[config.mk]
export PLATFORM = sky130hd
export DESIGN_NAME = dap_device_flat
export DESIGN_NICKNAME = d
export VERILOG_FILES = /design/src/common/dap_pkg.sv /design/src/common/dap_if.sv /design/src/design/dap_device.sv /design/src/flat_wrapper.sv
export VERILOG_INCLUDE_DIRS = /design/src /design/src/common
export SDC_FILE = /design/constraint.sdc
export NUM_CORES = 1
export LEC_CHECK = 0
export ABC_AREA = 1
export BUFFER_PORTS_ARGS = -buffer_cell sky130_fd_sc_hd__buf_2
export CAP_MARGIN = 10
export CORE_MARGIN = 1.5
export CORE_UTILIZATION = 35
export DETAILED_ROUTE_END_ITERATION = 8
export GPL_ROUTABILITY_DRIVEN = 0
export SLEW_MARGIN = 15
export SYNTH_ARGS = -nofsm -noshare
export SYNTH_HDL_FRONTEND = slang
export SYNTH_SLANG_ARGS = --single-unit
[constraint.sdc]
create_clock -name clk -period 6.92 [get_ports clk]
set_input_delay 0.692 -clock clk [delete_from_list [all_inputs] [get_ports clk]]
set_output_delay 0.692 -clock clk [all_outputs]
set_load 0.05 [all_outputs]
[src/common/dap_consts.svh]
// register map, field positions, codes and timing counts of the disk adapter host port
`ifndef DAP_CONSTS_SVH
`define DAP_CONSTS_SVH

`define DAP_OFS_IRQ_CTRL     12'h3F6
`define DAP_OFS_ERRA_STACK   12'h5F0
`define DAP_OFS_MODE         12'h5F3
`define DAP_OFS_ERRB         12'h5F4
`define DAP_OFS_STAT_CMD     12'h5F6
`define DAP_SEC_MASK         12'hF7F

`define DAP_MODE_DMA_BIT     0
`define DAP_CTRL_ALT_DMA     3
`define DAP_CTRL_RUN         2
`define DAP_CTRL_IRQ_OFF     1
`define DAP_CTRL_IRQ_ALT     0
`define DAP_ISR_DISK_BIT     7
`define DAP_ISR_FLOPPY_BIT   6
`define DAP_DRVHEAD_RST      8'hA0

`define DAP_DMA_CH_PRI       2'h0
`define DAP_DMA_CH_SEC       2'h3
`define DAP_DMA_CH_ALT       2'h1
`define DAP_BURST_ADVISED    3'h2

`define DAP_ERR_NONE         8'h00
`define DAP_ERR_NO_AM        8'h01
`define DAP_ERR_TRK0         8'h02
`define DAP_ERR_ABORT        8'h04
`define DAP_ERR_ADAPTER      8'h08
`define DAP_ERR_IDNF         8'h10
`define DAP_ERR_WFAULT       8'h20
`define DAP_ERR_ECC          8'h40
`define DAP_ERR_BADBLK       8'h80
`define DAP_ERR_BADBLK_ALT   8'hC0
`define DAP_ERR_WPARITY      8'h21
`define DAP_ERR_INVALID      8'h24

`define DAP_OP_RD_FILE       8'h20
`define DAP_OP_RD_FILE_MASK  8'hF6
`define DAP_OP_WR_FILE       8'h30
`define DAP_OP_VERIFY        8'h40
`define DAP_OP_R_MASK        8'hFE
`define DAP_OP_RESTORE       8'h10
`define DAP_OP_RD_BUF        8'h71
`define DAP_OP_WR_BUF        8'h72
`define DAP_OP_SHUTDOWN      8'hF0
`define DAP_LO_BUF           8'h06
`define DAP_SLOT_LAST_FILE   3'h5

`define DAP_STACK_DEPTH      5

`define DAP_CLK_PERIOD_NS    4
`define DAP_DIAG_TIME_NS     2000
`define DAP_DIAG_CYCLES      ((`DAP_DIAG_TIME_NS + `DAP_CLK_PERIOD_NS - 1) / `DAP_CLK_PERIOD_NS)
`define DAP_SETTLE_TIME_MS   100
`define DAP_SETTLE_CYCLES    ((`DAP_SETTLE_TIME_MS * 1000000) / `DAP_CLK_PERIOD_NS)

`define DAP_HOFS_IO_WRITE    4'h0
`define DAP_HOFS_RD_ADDR     4'h4
`define DAP_HOFS_IO_READ     4'h8
`define DAP_HOFS_STATUS      4'hC

`endif

[src/common/dap_pkg.sv]
// types of the disk adapter host port: the data word used by both ends and the state codes of the host end
package dap_pkg;

    typedef logic [15:0] dap_word_t;

    typedef enum logic [2:0] {
        HS_IDLE = 3'h1,
        HS_IO   = 3'h2,
        HS_DONE = 3'h4
    } dap_hstate_e;

endpackage

[src/common/dap_if.sv]
// i/o port between host processor end and disk adapter end
`timescale 1ns/1ps
interface dap_if;
    logic [11:0]       addr;
    logic [1:0]        be;
    logic              rd;
    logic              wr;
    dap_pkg::dap_word_t wdata;
    dap_pkg::dap_word_t rdata;
    logic              ack;
    logic              irq_l14;
    logic              irq_l12;

    modport dev  (input addr, be, rd, wr, wdata, output rdata, ack, irq_l14, irq_l12);
    modport host (output addr, be, rd, wr, wdata, input rdata, ack, irq_l14, irq_l12);
endinterface

[src/design/dap_device.sv]
// adapter end: DMA-mode register set, command intake, status and interrupt routing
`timescale 1ns/1ps
`include "dap_consts.svh"

module dap_device #(
    parameter bit          SECONDARY   = 1'b0,
    parameter int unsigned DIAG_CYCLES = `DAP_DIAG_CYCLES
) (
    input  wire logic        clk,
    input  wire logic        sys_rst,
    dap_if.dev               io,
    output logic             cmd_valid,
    output logic [15:0]      cmd_word,
    output logic [79:0]      cmd_params,
    input  wire logic        cmd_ready,
    input  wire logic        done_valid,
    input  wire logic [2:0]  done_slot,
    input  wire logic [7:0]  done_code,
    input  wire logic        done_corrected,
    input  wire logic [15:0] done_err_a,
    input  wire logic [15:0] done_err_b,
    input  wire logic        diskette_irq,
    output logic             dma_mode,
    output logic [2:0]       burst_sel,
    output logic [1:0]       dma_chan,
    output logic [7:0]       drive_head,
    output logic             diag_active
);

    logic        ack_ff;
    logic [15:0] rdata_ff;
    logic [7:0]  ctrl_ff;
    logic [7:0]  mode_ff;
    logic        busy_ff;
    logic        rej_ff;
    logic        valid_ff;
    logic        corr_ff;
    logic [2:0]  qslot_ff;
    logic [7:0]  code_ff;
    logic [15:0] erra_ff;
    logic [15:0] errb_ff;
    logic [15:0] stack_ff [`DAP_STACK_DEPTH];
    logic [2:0]  sp_ff;
    logic [7:0]  used_ff;
    logic        cmd_valid_ff;
    logic [15:0] cmd_word_ff;
    logic [15:0] diag_cnt_ff;
    logic        irq14_ff;
    logic        irq12_ff;
    logic [1:0]  chan_ff;
    logic [7:0]  drvhd_ff;
    logic        diag_ff;
    logic [2:0]  burst_ff;

    logic        take;
    logic        blocked;
    logic        soft_rst;
    logic        wr_stack;
    logic        wr_mode;
    logic        wr_cmd;
    logic        rd_stat_lo;
    logic        diag_end;
    logic        pend;
    logic [7:0]  hi;
    logic [7:0]  lo;
    logic        file_ok;
    logic        buf_ok;
    logic        shut_ok;
    logic [2:0]  new_slot;
    logic        conflict;
    logic        accept;
    logic        reject;

    function automatic logic hit(input logic [11:0] a, input logic [11:0] ofs);
        return a == (SECONDARY ? (ofs & `DAP_SEC_MASK) : ofs);
    endfunction

    // an access is acted on once, in the cycle before its acknowledge
    assign take       = (io.rd | io.wr) & ~ack_ff;
    assign blocked    = busy_ff | (diag_cnt_ff != 16'h0000);
    assign soft_rst   = take & io.wr & hit(io.addr, `DAP_OFS_IRQ_CTRL) & io.be[0]
                        & ~io.wdata[`DAP_CTRL_RUN];
    assign wr_stack   = take & io.wr & hit(io.addr, `DAP_OFS_ERRA_STACK) & ~blocked
                        & (io.be == 2'h3);
    assign wr_mode    = take & io.wr & hit(io.addr, `DAP_OFS_MODE) & ~blocked & io.be[0];
    assign wr_cmd     = take & io.wr & hit(io.addr, `DAP_OFS_STAT_CMD) & ~blocked
                        & (io.be == 2'h3);
    assign rd_stat_lo = take & io.rd & hit(io.addr, `DAP_OFS_STAT_CMD) & (io.be == 2'h1);
    assign diag_end   = diag_cnt_ff == 16'h0001;
    assign pend       = valid_ff & ~ctrl_ff[`DAP_CTRL_IRQ_OFF];

    always_comb begin
        hi       = io.wdata[15:8];
        lo       = io.wdata[7:0];
        file_ok  = (((hi & `DAP_OP_RD_FILE_MASK) == `DAP_OP_RD_FILE)
                    | ((hi & `DAP_OP_R_MASK) == `DAP_OP_WR_FILE)
                    | ((hi & `DAP_OP_R_MASK) == `DAP_OP_VERIFY)
                    | (hi == `DAP_OP_RESTORE))
                   & (lo[7:3] == 5'h00) & (lo[2:0] <= `DAP_SLOT_LAST_FILE);
        buf_ok   = ((hi == `DAP_OP_RD_BUF) | (hi == `DAP_OP_WR_BUF))
                   & ((lo & `DAP_OP_R_MASK) == `DAP_LO_BUF);
        shut_ok  = (hi == `DAP_OP_SHUTDOWN) & (lo == 8'h00);
        new_slot = buf_ok ? {2'h3, lo[0]} : lo[2:0];
        // a slot still holding an unfinished command cannot take another
        conflict = (file_ok | buf_ok) & used_ff[new_slot];
        accept   = wr_cmd & (file_ok | buf_ok | shut_ok) & ~conflict;
        reject   = wr_cmd & ~accept;
    end

    always_ff @(posedge clk or posedge sys_rst) begin
        if (sys_rst) begin
            ack_ff <= 1'b0;
        end else begin
            ack_ff <= take;
        end
    end

    always_ff @(posedge clk or posedge sys_rst) begin
        if (sys_rst) begin
            ctrl_ff  <= 8'h00;
            drvhd_ff <= `DAP_DRVHEAD_RST;
        end else if (take & io.wr & hit(io.addr, `DAP_OFS_IRQ_CTRL) & io.be[0]) begin
            ctrl_ff  <= io.wdata[7:0];
            drvhd_ff <= io.wdata[`DAP_CTRL_RUN] ? drvhd_ff : `DAP_DRVHEAD_RST;
        end
    end

    always_ff @(posedge clk or posedge sys_rst) begin
        if (sys_rst) begin
            mode_ff  <= 8'h00;
            burst_ff <= 3'h0;
        end else if (soft_rst | (accept & shut_ok)) begin
            mode_ff  <= 8'h00;
            burst_ff <= 3'h0;
        end else if (wr_mode) begin
            mode_ff  <= io.wdata[7:0];
            burst_ff <= io.wdata[`DAP_MODE_DMA_BIT] ? io.wdata[3:1] : 3'h0;
        end
    end

    // diagnostics hold the adapter busy after every reset
    always_ff @(posedge clk or posedge sys_rst) begin
        if (sys_rst) begin
            diag_cnt_ff <= 16'(DIAG_CYCLES);
            diag_ff     <= 1'b1;
        end else if (soft_rst) begin
            diag_cnt_ff <= 16'(DIAG_CYCLES);
            diag_ff     <= 1'b1;
        end else if (diag_cnt_ff != 16'h0000) begin
            diag_cnt_ff <= diag_cnt_ff - 16'h0001;
            diag_ff     <= ~diag_end;
        end
    end

    always_ff @(posedge clk or posedge sys_rst) begin
        if (sys_rst) begin
            busy_ff <= 1'b0;
            rej_ff  <= 1'b0;
        end else if (soft_rst) begin
            busy_ff <= 1'b0;
            rej_ff  <= 1'b0;
        end else begin
            rej_ff <= reject;
            if (wr_cmd) begin
                busy_ff <= 1'b1;
            end else if ((cmd_valid_ff & cmd_ready) | rej_ff) begin
                busy_ff <= 1'b0;
            end
        end
    end

    // the stack is not copied: busy keeps it frozen until the engine has taken it
    always_ff @(posedge clk or posedge sys_rst) begin
        if (sys_rst) begin
            sp_ff <= 3'h0;
        end else if (soft_rst | wr_cmd) begin
            sp_ff <= 3'h0;
        end else if (wr_stack & (sp_ff < 3'(`DAP_STACK_DEPTH))) begin
            sp_ff <= sp_ff + 3'h1;
        end
    end

    genvar gi;
    generate
        for (gi = 0; gi < `DAP_STACK_DEPTH; gi++) begin : g_stack
            always_ff @(posedge clk or posedge sys_rst) begin
                if (sys_rst) begin
                    stack_ff[gi] <= 16'h0000;
                end else if (soft_rst) begin
                    stack_ff[gi] <= 16'h0000;
                end else if (wr_stack & (sp_ff == 3'(gi))) begin
                    stack_ff[gi] <= io.wdata;
                end
            end
            assign cmd_params[gi*16 +: 16] = stack_ff[gi];
        end
    endgenerate

    always_ff @(posedge clk or posedge sys_rst) begin
        if (sys_rst) begin
            cmd_valid_ff <= 1'b0;
            cmd_word_ff  <= 16'h0000;
        end else if (soft_rst) begin
            cmd_valid_ff <= 1'b0;
            cmd_word_ff  <= 16'h0000;
        end else if (accept) begin
            cmd_valid_ff <= 1'b1;
            cmd_word_ff  <= io.wdata;
        end else if (cmd_ready) begin
            cmd_valid_ff <= 1'b0;
        end
    end

    // occupancy of the eight queue slots; a set in the same cycle beats the clear
    always_ff @(posedge clk or posedge sys_rst) begin
        if (sys_rst) begin
            used_ff <= 8'h00;
        end else if (soft_rst) begin
            used_ff <= 8'h00;
        end else begin
            for (int i = 0; i < 8; i++) begin
                if (accept & ~shut_ok & (new_slot == 3'(i))) begin
                    used_ff[i] <= 1'b1;
                end else if (done_valid & (done_slot == 3'(i))) begin
                    used_ff[i] <= 1'b0;
                end
            end
        end
    end

    // status posting: reject beats completion beats end of diagnostics
    always_ff @(posedge clk or posedge sys_rst) begin
        if (sys_rst) begin
            valid_ff <= 1'b0;
            corr_ff  <= 1'b0;
            qslot_ff <= 3'h0;
            code_ff  <= `DAP_ERR_NONE;
        end else if (soft_rst) begin
            valid_ff <= 1'b0;
            corr_ff  <= 1'b0;
            qslot_ff <= 3'h0;
            code_ff  <= `DAP_ERR_NONE;
        end else if (reject) begin
            valid_ff <= 1'b1;
            corr_ff  <= 1'b0;
            qslot_ff <= new_slot;
            code_ff  <= conflict ? `DAP_ERR_ABORT : `DAP_ERR_INVALID;
        end else if (done_valid) begin
            valid_ff <= 1'b1;
            corr_ff  <= done_corrected;
            qslot_ff <= done_slot;
            code_ff  <= done_code;
        end else if (diag_end) begin
            valid_ff <= 1'b1;
            code_ff  <= `DAP_ERR_NONE;
        end else if (rd_stat_lo) begin
            valid_ff <= 1'b0;
        end
    end

    // error details survive a soft reset
    always_ff @(posedge clk or posedge sys_rst) begin
        if (sys_rst) begin
            erra_ff <= 16'h0000;
            errb_ff <= 16'h0000;
        end else if (reject) begin
            erra_ff <= io.wdata;
        end else if (done_valid & (done_code != `DAP_ERR_NONE)) begin
            erra_ff <= done_err_a;
            errb_ff <= done_err_b;
        end
    end

    always_ff @(posedge clk or posedge sys_rst) begin
        if (sys_rst) begin
            irq14_ff <= 1'b0;
            irq12_ff <= 1'b0;
            chan_ff  <= `DAP_DMA_CH_PRI;
        end else begin
            irq14_ff <= pend & ~ctrl_ff[`DAP_CTRL_IRQ_ALT];
            irq12_ff <= pend & ctrl_ff[`DAP_CTRL_IRQ_ALT];
            chan_ff  <= ctrl_ff[`DAP_CTRL_ALT_DMA] ? `DAP_DMA_CH_ALT
                        : (SECONDARY ? `DAP_DMA_CH_SEC : `DAP_DMA_CH_PRI);
        end
    end

    always_ff @(posedge clk or posedge sys_rst) begin
        if (sys_rst) begin
            rdata_ff <= 16'h0000;
        end else if (take & io.rd) begin
            if (hit(io.addr, `DAP_OFS_IRQ_CTRL)) begin
                rdata_ff <= 16'h0000;
                rdata_ff[`DAP_ISR_DISK_BIT]   <= pend;
                rdata_ff[`DAP_ISR_FLOPPY_BIT] <= diskette_irq;
            end else if (hit(io.addr, `DAP_OFS_ERRA_STACK)) begin
                rdata_ff <= erra_ff;
            end else if (hit(io.addr, `DAP_OFS_MODE)) begin
                rdata_ff <= {8'h00, mode_ff};
            end else if (hit(io.addr, `DAP_OFS_ERRB)) begin
                rdata_ff <= errb_ff;
            end else if (hit(io.addr, `DAP_OFS_STAT_CMD)) begin
                rdata_ff <= {blocked, valid_ff, corr_ff, 2'h0, qslot_ff, code_ff};
            end else begin
                rdata_ff <= 16'h0000;
            end
        end
    end

    assign io.ack      = ack_ff;
    assign io.rdata    = rdata_ff;
    assign io.irq_l14  = irq14_ff;
    assign io.irq_l12  = irq12_ff;
    assign cmd_valid   = cmd_valid_ff;
    assign cmd_word    = cmd_word_ff;
    assign dma_mode    = mode_ff[`DAP_MODE_DMA_BIT];
    assign burst_sel   = burst_ff;
    assign dma_chan    = chan_ff;
    assign drive_head  = drvhd_ff;
    assign diag_active = diag_ff;

endmodule

[src/flat_wrapper.sv]
// flat-port wrapper written by rule: the top's interface ports become plain ports
module dap_device_flat 
#(
    parameter bit          SECONDARY   = 1'b0,
    parameter int unsigned DIAG_CYCLES = `DAP_DIAG_CYCLES
)
  (clk, sys_rst, cmd_valid, cmd_word, cmd_params, cmd_ready, done_valid, done_slot, done_code, done_corrected, done_err_a, done_err_b, diskette_irq, dma_mode, burst_sel, dma_chan, drive_head, diag_active, io_addr, io_be, io_rd, io_wr, io_wdata, io_rdata, io_ack, io_irq_l14, io_irq_l12);
  dap_if io_i ();
  input  wire logic clk;
  input  wire logic sys_rst;
  output logic cmd_valid;
  output logic [15:0] cmd_word;
  output logic [79:0] cmd_params;
  input  wire logic cmd_ready;
  input  wire logic done_valid;
  input  wire logic [2:0] done_slot;
  input  wire logic [7:0] done_code;
  input  wire logic done_corrected;
  input  wire logic [15:0] done_err_a;
  input  wire logic [15:0] done_err_b;
  input  wire logic diskette_irq;
  output logic dma_mode;
  output logic [2:0] burst_sel;
  output logic [1:0] dma_chan;
  output logic [7:0] drive_head;
  output logic diag_active;
  input wire logic [$bits(io_i.addr)-1:0] io_addr;
  input wire logic [$bits(io_i.be)-1:0] io_be;
  input wire logic [$bits(io_i.rd)-1:0] io_rd;
  input wire logic [$bits(io_i.wr)-1:0] io_wr;
  input wire logic [$bits(io_i.wdata)-1:0] io_wdata;
  output wire logic [$bits(io_i.rdata)-1:0] io_rdata;
  output wire logic [$bits(io_i.ack)-1:0] io_ack;
  output wire logic [$bits(io_i.irq_l14)-1:0] io_irq_l14;
  output wire logic [$bits(io_i.irq_l12)-1:0] io_irq_l12;
  assign io_i.addr = io_addr;
  assign io_i.be = io_be;
  assign io_i.rd = io_rd;
  assign io_i.wr = io_wr;
  assign io_i.wdata = io_wdata;
  assign io_rdata = io_i.rdata;
  assign io_ack = io_i.ack;
  assign io_irq_l14 = io_i.irq_l14;
  assign io_irq_l12 = io_i.irq_l12;
  dap_device #(.SECONDARY(SECONDARY), .DIAG_CYCLES(DIAG_CYCLES)) u_core (.clk(clk), .sys_rst(sys_rst), .io(io_i), .cmd_valid(cmd_valid), .cmd_word(cmd_word), .cmd_params(cmd_params), .cmd_ready(cmd_ready), .done_valid(done_valid), .done_slot(done_slot), .done_code(done_code), .done_corrected(done_corrected), .done_err_a(done_err_a), .done_err_b(done_err_b), .diskette_irq(diskette_irq), .dma_mode(dma_mode), .burst_sel(burst_sel), .dma_chan(dma_chan), .drive_head(drive_head), .diag_active(diag_active));
endmodule
## Word-level counts from Yosys, hierarchy flattened

Index checks and enable logic that the tools add are counted.

| storage, ports and cells | value |
|---|---|
| register bits | 208 |
| bits of input ports | 81 |
| output and inout bits | 131 |
| logic and storage cells | 253 |

| operators by class | value |
|---|---|
| add/subtract/negate cells | 2 |
| magnitude comparators | 3 |
| equal/unequal tests | 34 |
| multiplexer cells | 74 |
| bitwise logic cells | 75 |
| reduce and logical (&&, ||, !) cells | 31 |

Operator list:

| cell | count |
|---|---|
| $mux 16 | 21 |
| $mux 8 | 7 |
| $and 1x1->1 | 54 |
| $eq 12x11->1 const B | 4 |
| $mux 1 | 35 |
| $reduce_bool 3->1 | 11 |
| $eq 3x3->1 const B | 9 |
| $mux 3 | 9 |
| $reduce_bool 2->1 | 10 |
| $eq 3x2->1 const B | 6 |
| $eq 16x1->1 const B | 1 |
| $eq 8x7->1 const B | 2 |
| $reduce_bool 16->1 | 1 |
| $sub 16x1->16 const B | 1 |
| $eq 12x10->1 const B | 1 |
| $or 1x1->1 | 11 |
| $not 1->1 | 10 |
| $eq 3x1->1 const B | 3 |
| $logic_not 3->1 | 3 |
| $eq 8x5->1 const B | 1 |
| $eq 8x8->1 const B | 1 |
| $logic_not 8->1 | 1 |
| $reduce_bool 8->1 | 1 |
| $eq 7x2->1 const B | 1 |
| other kinds (15) | 15 |

## Logic depth before layout (Yosys ltp)

Gate-level depths: netlist of run 1.

| depth | value |
|---|---|
| depth after elaboration | 14 |
| mapped depth | 15 |
| gate-level depth less buffers | 14 |

## Worst setup path after synthesis of run 1

OpenSTA, ideal clock, no wires.

| timing | value |
|---|---|
| kind | input-to-reg |
| start | input port io_addr[5] |
| end | register u_core.stack_ff (netlist bit u_core.cmd_params[49]) |
| setup time | 135 ps |
| arrival time | 2,025 ps |
| required time | 6,785 ps |
| path slack | 4,760 ps |
| cell stages on the path | 13 |
| buffers on the path | 2 |
| cell sequence | nand2_1 nor2_2 inv_2 nor2_2 nand2_1 inv_2 nand2_2 nor2_2 inv_2 buf_2 buf_2 nand3_1 o21ai_0 |

| between the ends | value |
|---|---|
| word-level cells in the longest chain between the ends | 6 |
| elaborated cells on any way between the ends | 11 |
| those cells by class | eq/ne (2); mux (1); bitwise (7); reduce/logical (1) |

RTL lines:

| item | line | source |
|---|---|---|
| start: declaration | flat_wrapper.sv:27 | `input wire logic [$bits(io_i.addr)-1:0] io_addr;` |
| $eq 12x11->1 | dap_device.sv:75 | `` return a == (SECONDARY ? (ofs & `DAP_SEC_MASK) : ofs); `` |
| $and 1x1->1 (3 in series) | dap_device.sv:83 | `` assign wr_stack = take & io.wr & hit(io.addr, `DAP_OFS_ERRA_STACK) & ~blocked `` |
| $and 1x1->1 | dap_device.sv:191 | `end else if (wr_stack & (sp_ff == 3'(gi))) begin` |
| $reduce_bool 2->1 (no source line) | - |  |
| end signal: indexed assignment | dap_device.sv:192 | `stack_ff[gi] <= io.wdata;` |
| end: declaration | dap_device.sv:42 | `` logic [15:0] stack_ff [`DAP_STACK_DEPTH]; `` |

Several ways; a longest one is shown, not always the timed one.
A chain may end at the register's enable or synchronous reset.

## Worst setup path in the final report of run 1

| timing | value |
|---|---|
| start | register u_core.ack_ff, in the netlist u_core.io.ack |
| end | register u_core.errb_ff[8] |

| between the ends | value |
|---|---|
| word-level cells in the longest chain between the ends | 12 |

RTL lines:

| item | line | source |
|---|---|---|
| start: declaration | dap_device.sv:30 | `logic ack_ff;` |
| start signal: assignment | dap_device.sv:114 | `ack_ff <= take;` |
| $not 1->1 (*) | dap_device.sv:79 | `assign take = (io.rd \| io.wr) & ~ack_ff;` |
| $and 1x1->1 (*) | dap_device.sv:79 |  |
| $and 1x1->1 (*) (4 in series) | dap_device.sv:86 | `` assign wr_cmd = take & io.wr & hit(io.addr, `DAP_OFS_STAT_CMD) & ~blocked `` |
| $and 1x1->1 (2 in series) | dap_device.sv:106 | `accept = wr_cmd & (file_ok \| buf_ok \| shut_ok) & ~conflict;` |
| $not 1->1 | dap_device.sv:107 | `reject = wr_cmd & ~accept;` |
| $and 1x1->1 (*) | dap_device.sv:107 |  |
| $not 1->1 (no source line) (*) | - |  |
| $reduce_and 2->1 (no source line) (*) | - |  |
| end signal: assignment | dap_device.sv:270 | `errb_ff <= done_err_b;` |
| end: declaration | dap_device.sv:41 | `logic [15:0] errb_ff;` |

Mark *: on every way between the ends. The rest lies on a longest branch, timed or not.

==> impl_metrics.json, run 1 <==
{
  "leakage_nw": 6.00,
  "postCtsSetupBuffers": 0,
  "grtUsageMet1_pct": 29.1,
  "clkTransAtPathRegs_ns": 0.06,
  "post-route-drc-count": 0,
  "tightest_slew_ns": 1.10,
  "synthCells": 1082,
  "syn_area_per_cell_um2": 8.81,
  "min_path_type": "primary input to asynchronous set/reset pin",
  "die_h_um": 168,
  "clk_path_buf_depth": 3,
  "antenna_found_initial": 8,
  "numCtsBuffers": 23,
  "ant_nets": 0,
  "io_buffers": 202,
  "clkSinkCount": 206,
  "first_pass_iters": 7,
  "post-route-min-period_ns": 2.97,
  "synth_edf_count": 0,
  "slew_violations": 0,
  "syn_area_um2": 9530,
  "final_hold_viol_count": 0,
  "post_cts_hold_buffer_count": 0,
  "cts_resized": 0,
  "synth-async-reset-ratio_pct": 100,
  "grt_pass1_wl_um": 46200,
  "initial_core_util_pct": 35.6,
  "vias": 8498,
  "grt_use_met3_pct": 3.69,
  "setup_viol": 0,
  "h-tree-depth": 1,
  "worstPathMaxFanout": 61,
  "viasPerCell": 5.21,
  "grt-ovfl-total": 0,
  "yosysSeqAreaShare_pct": 54.2,
  "p_per_area_nw_per_um2": 243,
  "hold_slack_ns": 0.370,
  "yosysUniqueCellTypes": 48,
  "fmax_mhz": 336,
  "cts-root-buf": "clkbuf_16",
  "core-area_um2": 26800,
  "finalWirelength_um": 30200,
  "rsz0062_at_grt": "no",
  "dp_hpwl_um": 21200,
  "dieArea_um2": 28200,
  "synthToLayoutAreaGrowth_pct": 21.6,
  "synth_ff_type": "dfrtp_1",
  "wl_per_cell_um": 18.5,
  "setup_tns_ns": 0,
  "die_x_um": 168,
  "grt_busiest_layer": "met2",
  "cp.arrival_ns": 3.38,
  "slew_headroom_pct": 26.4,
  "fill_cells": 2661,
  "grt_max_degree": 136,
  "finClkSkew_ns": 0.0162,
  "pin_count": 212,
  "drive_gt1_share_pct": 23.9,
  "grtUsageTotal_pct": 21.0,
  "crit_type": "register to register",
  "ys_ff_latch": 206,
  "status": "finished clean",
  "layout_worst_path_cycle_share_pct": 43.0,
  "grt_pass1_vias": 8030,
  "peakVddDrop_mv": 0.139,
  "final_nets": 1355,
  "rows": 60,
  "dr.first_iter.drc_count": 689,
  "met2_usage_pct": 33.3,
  "cts_tree": "done",
  "cp-end-kind": "register",
  "worstPathRequired_ns": 7.33,
  "clock_latency_ns": 0.53,
  "cap_viol_max_count": 0,
  "startpoint_type": "register",
  "yosys_warnings": 0
}
==> metal layers <==
metal	share of wire, %	up-vias	wire length, µm
met5	0	-	0
met4	3.0	0	894
met3	6.5	55	1970
met2	46	306	13900
met1	45	4097	13500
li1	-	4040	-
==> layout make-up <==
class                           instances  area, µm²  area share (%)
Antenna cell                            8       20.0           0.173
Clock buffer                           29        628            5.42
Clock inverter                         13        190            1.64
Inverter                              108        413            3.56
Multi-Input combinational cell        719       3690            31.8
Sequential cell                       206       5160            44.5
Tap cell                              341        427            3.68
Timing Repair Buffer                  208       1060            9.18
==> critical path, cell delays in order (launching register included) <==
cell and delay, ns:
dfrtp_1 0.41, nor2_2 0.20, nand2_1 0.15, nor2_2 0.20
nand4_4 0.16, nor2_8 0.18, nand3_4 0.29, nand2_4 0.58
nand2_4 0.34, nor2_1 0.23, a21oi_2 0.04
==> power breakdown <==
group / switching (W) / internal (W) / total, W
sequential: 0.0000268 / 0.00125 / 0.00128
combinational: 0.000149 / 0.0000613 / 0.000211
clock: 0.000527 / 0.000801 / 0.00133
==> synthesized netlist by cell type (4+ instances only) <==
master      n  area share, %
o32ai_1     4           0.37
inv_2      11           0.43
nand2_2     7           0.46
buf_1       6           0.24
nor2_1     89            3.5
a21oi_1    19            1.0
nor3_1     13           0.68
dfstp_2     7            1.9
nand2_1   157            6.2
nand3_1   164            8.6
a221oi_1    6           0.55
o22ai_1     8           0.53
o211ai_1   17            1.3
o21ai_1    67            3.5
nand3_2     5           0.53
buf_4      10           0.79
o21ai_0    78            4.1
dfrtp_1   199             52
inv_1      94            3.7
o221ai_1    5           0.46
ha_1        8            1.1
a21oi_2     5           0.46
nor2_2      9           0.59
buf_2      24            1.3
nor2_4      4           0.47
nand4_1    18            1.2
clkbuf_1   13           0.51
==> cells by family after synthesis <==
group,count (synthesis),share of synthesized area (%)
adders and majority gates,8,1.05
and+or+nand+nor,480,23.8
buffers and inverters,164,7.41
DFF,206,54.2
other,2,0.0788
AOI/OAI and AO/OA,222,13.5
==> registers in the layout (all words and copies together) (netlist names), 16 cells and up <==
register            flops
u_core.cmd_params      80
u_core.cmd_word        16
u_core.diag_cnt_ff     16
u_core.erra_ff         16
u_core.errb_ff         16
u_core.io.rdata        16
==> cells in the final DEF, fill, tap and decap left out, drive strengths merged, types with 8 or more instances in the layout <==
cell type / Yosys / layout
o22ai: 8 / 8
a21oi: 25 / 25
nor3: 14 / 14
ha: 8 / 8
clkbuf: 13 / 29
nor2: 103 / 103
dfrtp: 199 / 199
buf: 43 / 208
clkinv: 3 / 9
nand3: 170 / 170
o211ai: 17 / 17
diode: 0 / 8
conb: 2 / 9
nand2: 166 / 166
inv: 105 / 107
o21ai: 145 / 145
nand4: 19 / 19
==> worst paths after layout <==
| path | slack [ns] | end | startpoint | depth (start not counted) |
|---|---|---|---|---|
| worst max-delay path | 3.95 | u_core.errb_ff[8] | u_core.io.ack | 10 |
| worst min-delay path | 0.37 | u_core.io.rdata[1] | sys_rst | 2 |
| worst max register to register | 3.95 | u_core.errb_ff[8] | u_core.io.ack | 10 |
| worst min register to register | 0.43 | u_core.dma_chan[0] | u_core.ctrl_ff[3] | 0 |
| max in group asynchronous | 4.99 | u_core.cmd_params[74] | sys_rst | 3 |
| min in group clk | 0.41 | u_core.errb_ff[10] | done_err_b[10] | 3 |
==> metrics by stage <==
step           setup WS, ns  cells  power (W)  utilization (%)  instance area [µm²]
2_1_floorplan         0.615   1089    0.00143                -                 9560
3_3_place_gp           3.35   1581    0.00151             40.1                10700
3_5_place_dp           3.31   1581    0.00151             40.1                10700
4_1_cts                3.86   1623    0.00283             43.1                11600
5_1_grt                3.52   1630    0.00291             43.2                11600
6_report               3.95   1632    0.00282             43.2                11600
No activity file was read; power rests on OpenSTA's default activity.
==> run 2: changes to the inputs <==
Clock period 6.92 ns to 2.43 ns, I/O delays scaled along.
==> impl_metrics.json, run 2 (same netlist as run 1, synthesis figures left out) <==
{
  "post-route-min-period_ns": 2.19,
  "peakVddDrop_mv": 0.477,
  "fmax_mhz": 458,
  "crit_type": "register to register",
  "core-area_um2": 26800,
  "dr.first_iter.drc_count": 638,
  "final_hold_viol_count": 0,
  "tightest_slew_ns": 0.979,
  "crit_path_cell_trace": "nor2_2 -> nand2_1 -> nor2_2 -> nand4_4 -> nor2_8 -> inv_2 -> a21oi_4 -> nand2_1 -> o21ai_0 -> nand2_1 -> nand2_1",
  "wl_per_cell_um": 18.1,
  "largest_reg_flops": 80,
  "slew_violations": 0,
  "die_x_um": 168,
  "setup_viol": 0,
  "cts-root-buf": "clkbuf_16",
  "finalWirelength_um": 30600,
  "synthToLayoutAreaGrowth_pct": 27.4,
  "crit_path_max_incr_delay_ns": 0.41,
  "leakage_nw": 6.27,
  "cp.arrival_ns": 2.64,
  "min_path_type": "primary input to register",
  "switching_share_pct": 24.8,
  "cpMaxStageDelayCell": "dfrtp_1",
  "clock_latency_ns": 0.53,
  "startpoint_type": "register",
  "viasPerCell": 5.13,
  "slew_headroom_pct": 34.6,
  "highest_layer": "met4",
  "post-route-drc-count": 0,
  "grt_pass1_vias": 8480,
  "antenna_found_initial": 2,
  "p_int_w": 0.00596,
  "grt_max_degree": 58,
  "die_h_um": 168,
  "cp-end-kind": "register",
  "initial_core_util_pct": 35.6,
  "wl_met2_um": 14600,
  "pin_count": 212,
  "cts_tree": "done",
  "numCtsBuffers": 24,
  "worstPathRequired_ns": 2.88,
  "met3_wirelength_um": 1950,
  "vias": 8660,
  "instances_no_fill": 1688,
  "clkTransAtPathRegs_ns": 0.06,
  "combPwrFrac_pct": 8.4,
  "p_seq_share_pct": 46.1,
  "clkPwrFrac_pct": 45.5,
  "dp_hpwl_um": 22200,
  "grt_pass1_wl_um": 47800,
  "final_common_cell": "buf_2",
  "rsz0062_at_grt": "no",
  "p_per_area_nw_per_um2": 653,
  "final_nets": 1418,
  "postCtsSetupBuffers": 0,
  "status": "finished clean",
  "dieArea_um2": 28200,
  "clk_path_buf_depth": 3,
  "worstPathMaxFanout": 10,
  "crit_path_frequent_cell": "nand2_1",
  "io_buffers": 202,
  "wl_met1_um": 13400,
  "utilization_pct": 45.3,
  "clkSinkCount": 206,
  "grtUsageTotal_pct": 21.7,
  "grt-ovfl-total": 0,
  "final_cell_mix": "buf_2 (202), dfrtp_1 (199), nand3_1 (164)",
  "rows": 60,
  "ant_nets": 0,
  "finClkSkew_ns": 0.0169,
  "cap_viol_max_count": 0,
  "first_pass_iters": 5,
  "h-tree-depth": 1,
  "post-place-cells": 1615,
  "drive_gt1_share_pct": 25.0,
  "p_sw_w": 0.00197,
  "layout_worst_path_cycle_share_pct": 89.9
}
## run 2: changes by cell type in the layout (fill, tap and decap cells not counted), moves of 2 or more
| cell | change |
|---|---|
| clkinv_2 | -2 |
| dlygate4sd3_1 | +29 |
| buf_12 | +5 |
| clkbuf_1 | +4 |
| bufinv_16 | -2 |
| diode_2 | -6 |
| buf_4 | +29 |
## run 2: per-stage QoR
step / power [W] / TNS [ns] / instance area, µm² / hold slack, ns / worst slack (ns)
2_1_floorplan: 0.00408 / -95.43 / 9560 / 0.354 / -0.480
3_3_place_gp: 0.00433 / 0 / 11100 / 0.377 / 0.201
3_5_place_dp: 0.00434 / 0 / 11100 / 0.371 / 0.177
4_1_cts: 0.00800 / 0 / 12100 / 0.000504 / 0.200
5_1_grt: 0.00822 / 0 / 12100 / 0.0138 / 0.0579
6_report: 0.00792 / 0 / 12100 / 0.000811 / 0.245
## run 2: what timing repair did
item,CTS,global route
setup endpoints to repair,0,2
hold endpoints to repair,53,0
hold buffers,29,0
resized for setup,0,1
## run 2: area by class of cell
type,count,area (µm²)
inverters,108,409
clock buffers,35,682
multi-input cells,719,3690
clock inverters,7,98.8
flip-flops and latches,206,5160
diodes,2,5.00
well taps,341,427
fillers,2671,14700
repair buffers,270,1660
## run 2: metal layers
metal	track usage, %	vias up
met3	4.16	45
li1	-	4161
met1	28.7	4167
met5	0	-
met4	6.27	0
met2	36.0	287
## run 2: power by group through the flow
stage	clock, W	sequential, W	combinational, W
CTS	0.00368	0.00365	0.000674
floorplan	0	0.00369	0.000382
detailed placement	0	0.00371	0.000635
global route	0.00382	0.00366	0.000739
finish	0.00361	0.00365	0.000668
global placement	0	0.00371	0.000628
## run 2: final timing paths
check                      slack, ns  cells past startpoint               endpoint               from
setup reg to reg                0.24                     11     u_core.qslot_ff[0]      u_core.io.ack
hold / removal                0.0008                      3      u_core.errb_ff[1]      done_err_b[1]
min in group asynchronous       0.49                      3     u_core.errb_ff[14]            sys_rst
hold reg to reg                 0.39                      0     u_core.dma_chan[0]  u_core.ctrl_ff[3]
setup / recovery                0.24                     11     u_core.qslot_ff[0]      u_core.io.ack
max in group asynchronous       1.17                      4  u_core.cmd_params[29]            sys_rst
## run 2: worst max-delay path, delay by kind of cell (launching register included)
kind	cells	cell delay, ns
buf+inv	1	0.07
compound gates	2	0.41
simple gates	8	1.23
flops	1	0.41
==> run 3: changes to the inputs <==
Settings changed: HOLD_SLACK_MARGIN set to 0.06.
==> impl_metrics.json, run 3 (same netlist as run 1, synthesis figures left out) <==
{
  "status": "finished clean",
  "rr_endpoint": "u_core.qslot_ff[0]",
  "io_buffers": 202,
  "rows": 60,
  "cp-end-kind": "register",
  "grt_max_degree": 58,
  "grt_pass1_vias": 8598,
  "postCtsSetupBuffers": 0,
  "vias": 8744,
  "final_hold_viol_count": 0,
  "slew_headroom_pct": 34.4,
  "rrSetupSlack_ns": 0.22,
  "dp_hpwl_um": 22200,
  "setup_slack_ns": 0.217,
  "cap_viol_max_count": 0,
  "startpoint_type": "register",
  "tightest_slew_ns": 0.981,
  "grt_pass1_wl_um": 48200,
  "ant_nets": 0,
  "met3_wirelength_um": 1910,
  "min_path_type": "primary input to register",
  "wl_met1_um": 13600,
  "final_common_cell": "buf_2",
  "post-route-drc-count": 0,
  "min-delay-start": "io_wdata[9]",
  "fmax_mhz": 452,
  "switching_share_pct": 24.8,
  "pin_count": 212,
  "final_cell_mix": "buf_2 (202), dfrtp_1 (199), nand3_1 (164)",
  "leakage_nw": 6.36,
  "clock_latency_ns": 0.53,
  "hold_path_depth": 3,
  "die_x_um": 168,
  "p_sw_w": 0.00197,
  "largest_reg_flops": 80,
  "finClkSkew_ns": 0.0187,
  "finalWirelength_um": 31000,
  "wl_per_cell_um": 18.1,
  "initial_core_util_pct": 35.6,
  "crit_type": "register to register",
  "r2r_cells": 11,
  "p_total_w": 0.00795,
  "p_seq_share_pct": 45.9,
  "reg2reg_from": "u_core.io.ack",
  "dp_slack_ns": 0.177,
  "first_pass_iters": 6,
  "dieArea_um2": 28200,
  "setup_viol": 0,
  "layout_worst_path_cycle_share_pct": 91.1,
  "highest_layer": "met4",
  "core-area_um2": 26800,
  "rsz0062_at_grt": "no",
  "slew_violations": 0,
  "peakVddDrop_mv": 0.477,
  "final_nets": 1441,
  "dr.first_iter.drc_count": 684,
  "die_h_um": 168,
  "post-route-min-period_ns": 2.21,
  "numCtsBuffers": 24,
  "synthToLayoutAreaGrowth_pct": 29.8,
  "worstPathMaxFanout": 10,
  "p_per_area_nw_per_um2": 643,
  "clk_path_buf_depth": 3,
  "cts-root-buf": "clkbuf_16",
  "antenna_found_initial": 2,
  "worstPathRequired_ns": 2.88,
  "combPwrFrac_pct": 8.8,
  "cts_tree": "done",
  "wl_met2_um": 14700,
  "p_int_w": 0.00598,
  "cp.arrival_ns": 2.67,
  "viasPerCell": 5.11,
  "grtUsageTotal_pct": 21.8,
  "clkPwrFrac_pct": 45.3,
  "hold_slack_ns": 0.0776,
  "whs_endpoint": "u_core.erra_ff[9]",
  "clkTransAtPathRegs_ns": 0.06,
  "grt-ovfl-total": 0,
  "h-tree-depth": 1,
  "clkSinkCount": 206,
  "drive_gt1_share_pct": 24.6
}
==> run 3: worst max-delay path, stage by stage (launching register included) <==
cell,delay [ns]
dfrtp_1,0.41
nor2_2,0.20
nand2_1,0.15
nor2_2,0.21
nand4_4,0.17
nor2_8,0.18
inv_2,0.07
a21oi_4,0.31
nand2_1,0.14
o21ai_0,0.11
nand2_1,0.12
nand2_1,0.07
==> run 3: power by group through the flow <==
stage	logic [W]	clock network, W	registers (W)
2_1_floorplan	0.000382	0	0.00369
3_3_place_gp	0.000628	0	0.00371
3_5_place_dp	0.000635	0	0.00371
4_1_cts	0.000704	0.00368	0.00365
5_1_grt	0.000770	0.00381	0.00366
6_report	0.000698	0.00361	0.00365
==> run 3: metrics by stage <==
| step | area [µm²] | TNS (ns) | cells | utilization, % |
|---|---|---|---|---|
| global placement | 11100 | 0 | 1615 | 41.2 |
| finish | 12400 | 0 | 1711 | 46.1 |
| floorplan | 9560 | -95.43 | 1089 | - |
| detailed placement | 11100 | 0 | 1615 | 41.2 |
| CTS | 12400 | 0 | 1709 | 46.1 |
| global route | 12400 | 0 | 1711 | 46.1 |
==> run 3: layer usage <==
metal | vias to the layer above | track usage, %
li1 | 4205 | -
met4 | 0 | 6.35
met3 | 48 | 4.02
met5 | - | 0
met2 | 283 | 36.6
met1 | 4208 | 28.9
==> run 3: area by class of cell <==
| class | instances | area, µm² |
|---|---|---|
| clock inverters | 7 | 98.8 |
| inverters | 108 | 409 |
| fillers | 2646 | 14400 |
| clock buffers | 35 | 682 |
| repair buffers | 293 | 1890 |
| multi-input cells | 719 | 3690 |
| flip-flops and latches | 206 | 5160 |
| well taps | 341 | 427 |
| diodes | 2 | 5.00 |
==> run 3: repair_timing <==
action | CTS | global route
endpoints found under the setup margin | 0 | 2
resized for setup | 0 | 1
hold buffers | 52 | 0
endpoints found under the hold margin | 70 | 0
==> run 3: worst max path at each step <==
stage,cells past startpoint,to,slack [ns],startpoint
floorplan,1,u_core.burst_sel[0],-0.48,sys_rst
global route,12,u_core.mode_ff[7],0.06,u_core.diag_cnt_ff[12]
detailed placement,13,u_core.cmd_word[8],0.18,io_addr[5]
CTS,10,u_core.errb_ff[9],0.20,u_core.io.ack
global placement,15,u_core.mode_ff[7],0.20,io_addr[5]
finish,11,u_core.qslot_ff[0],0.22,u_core.io.ack
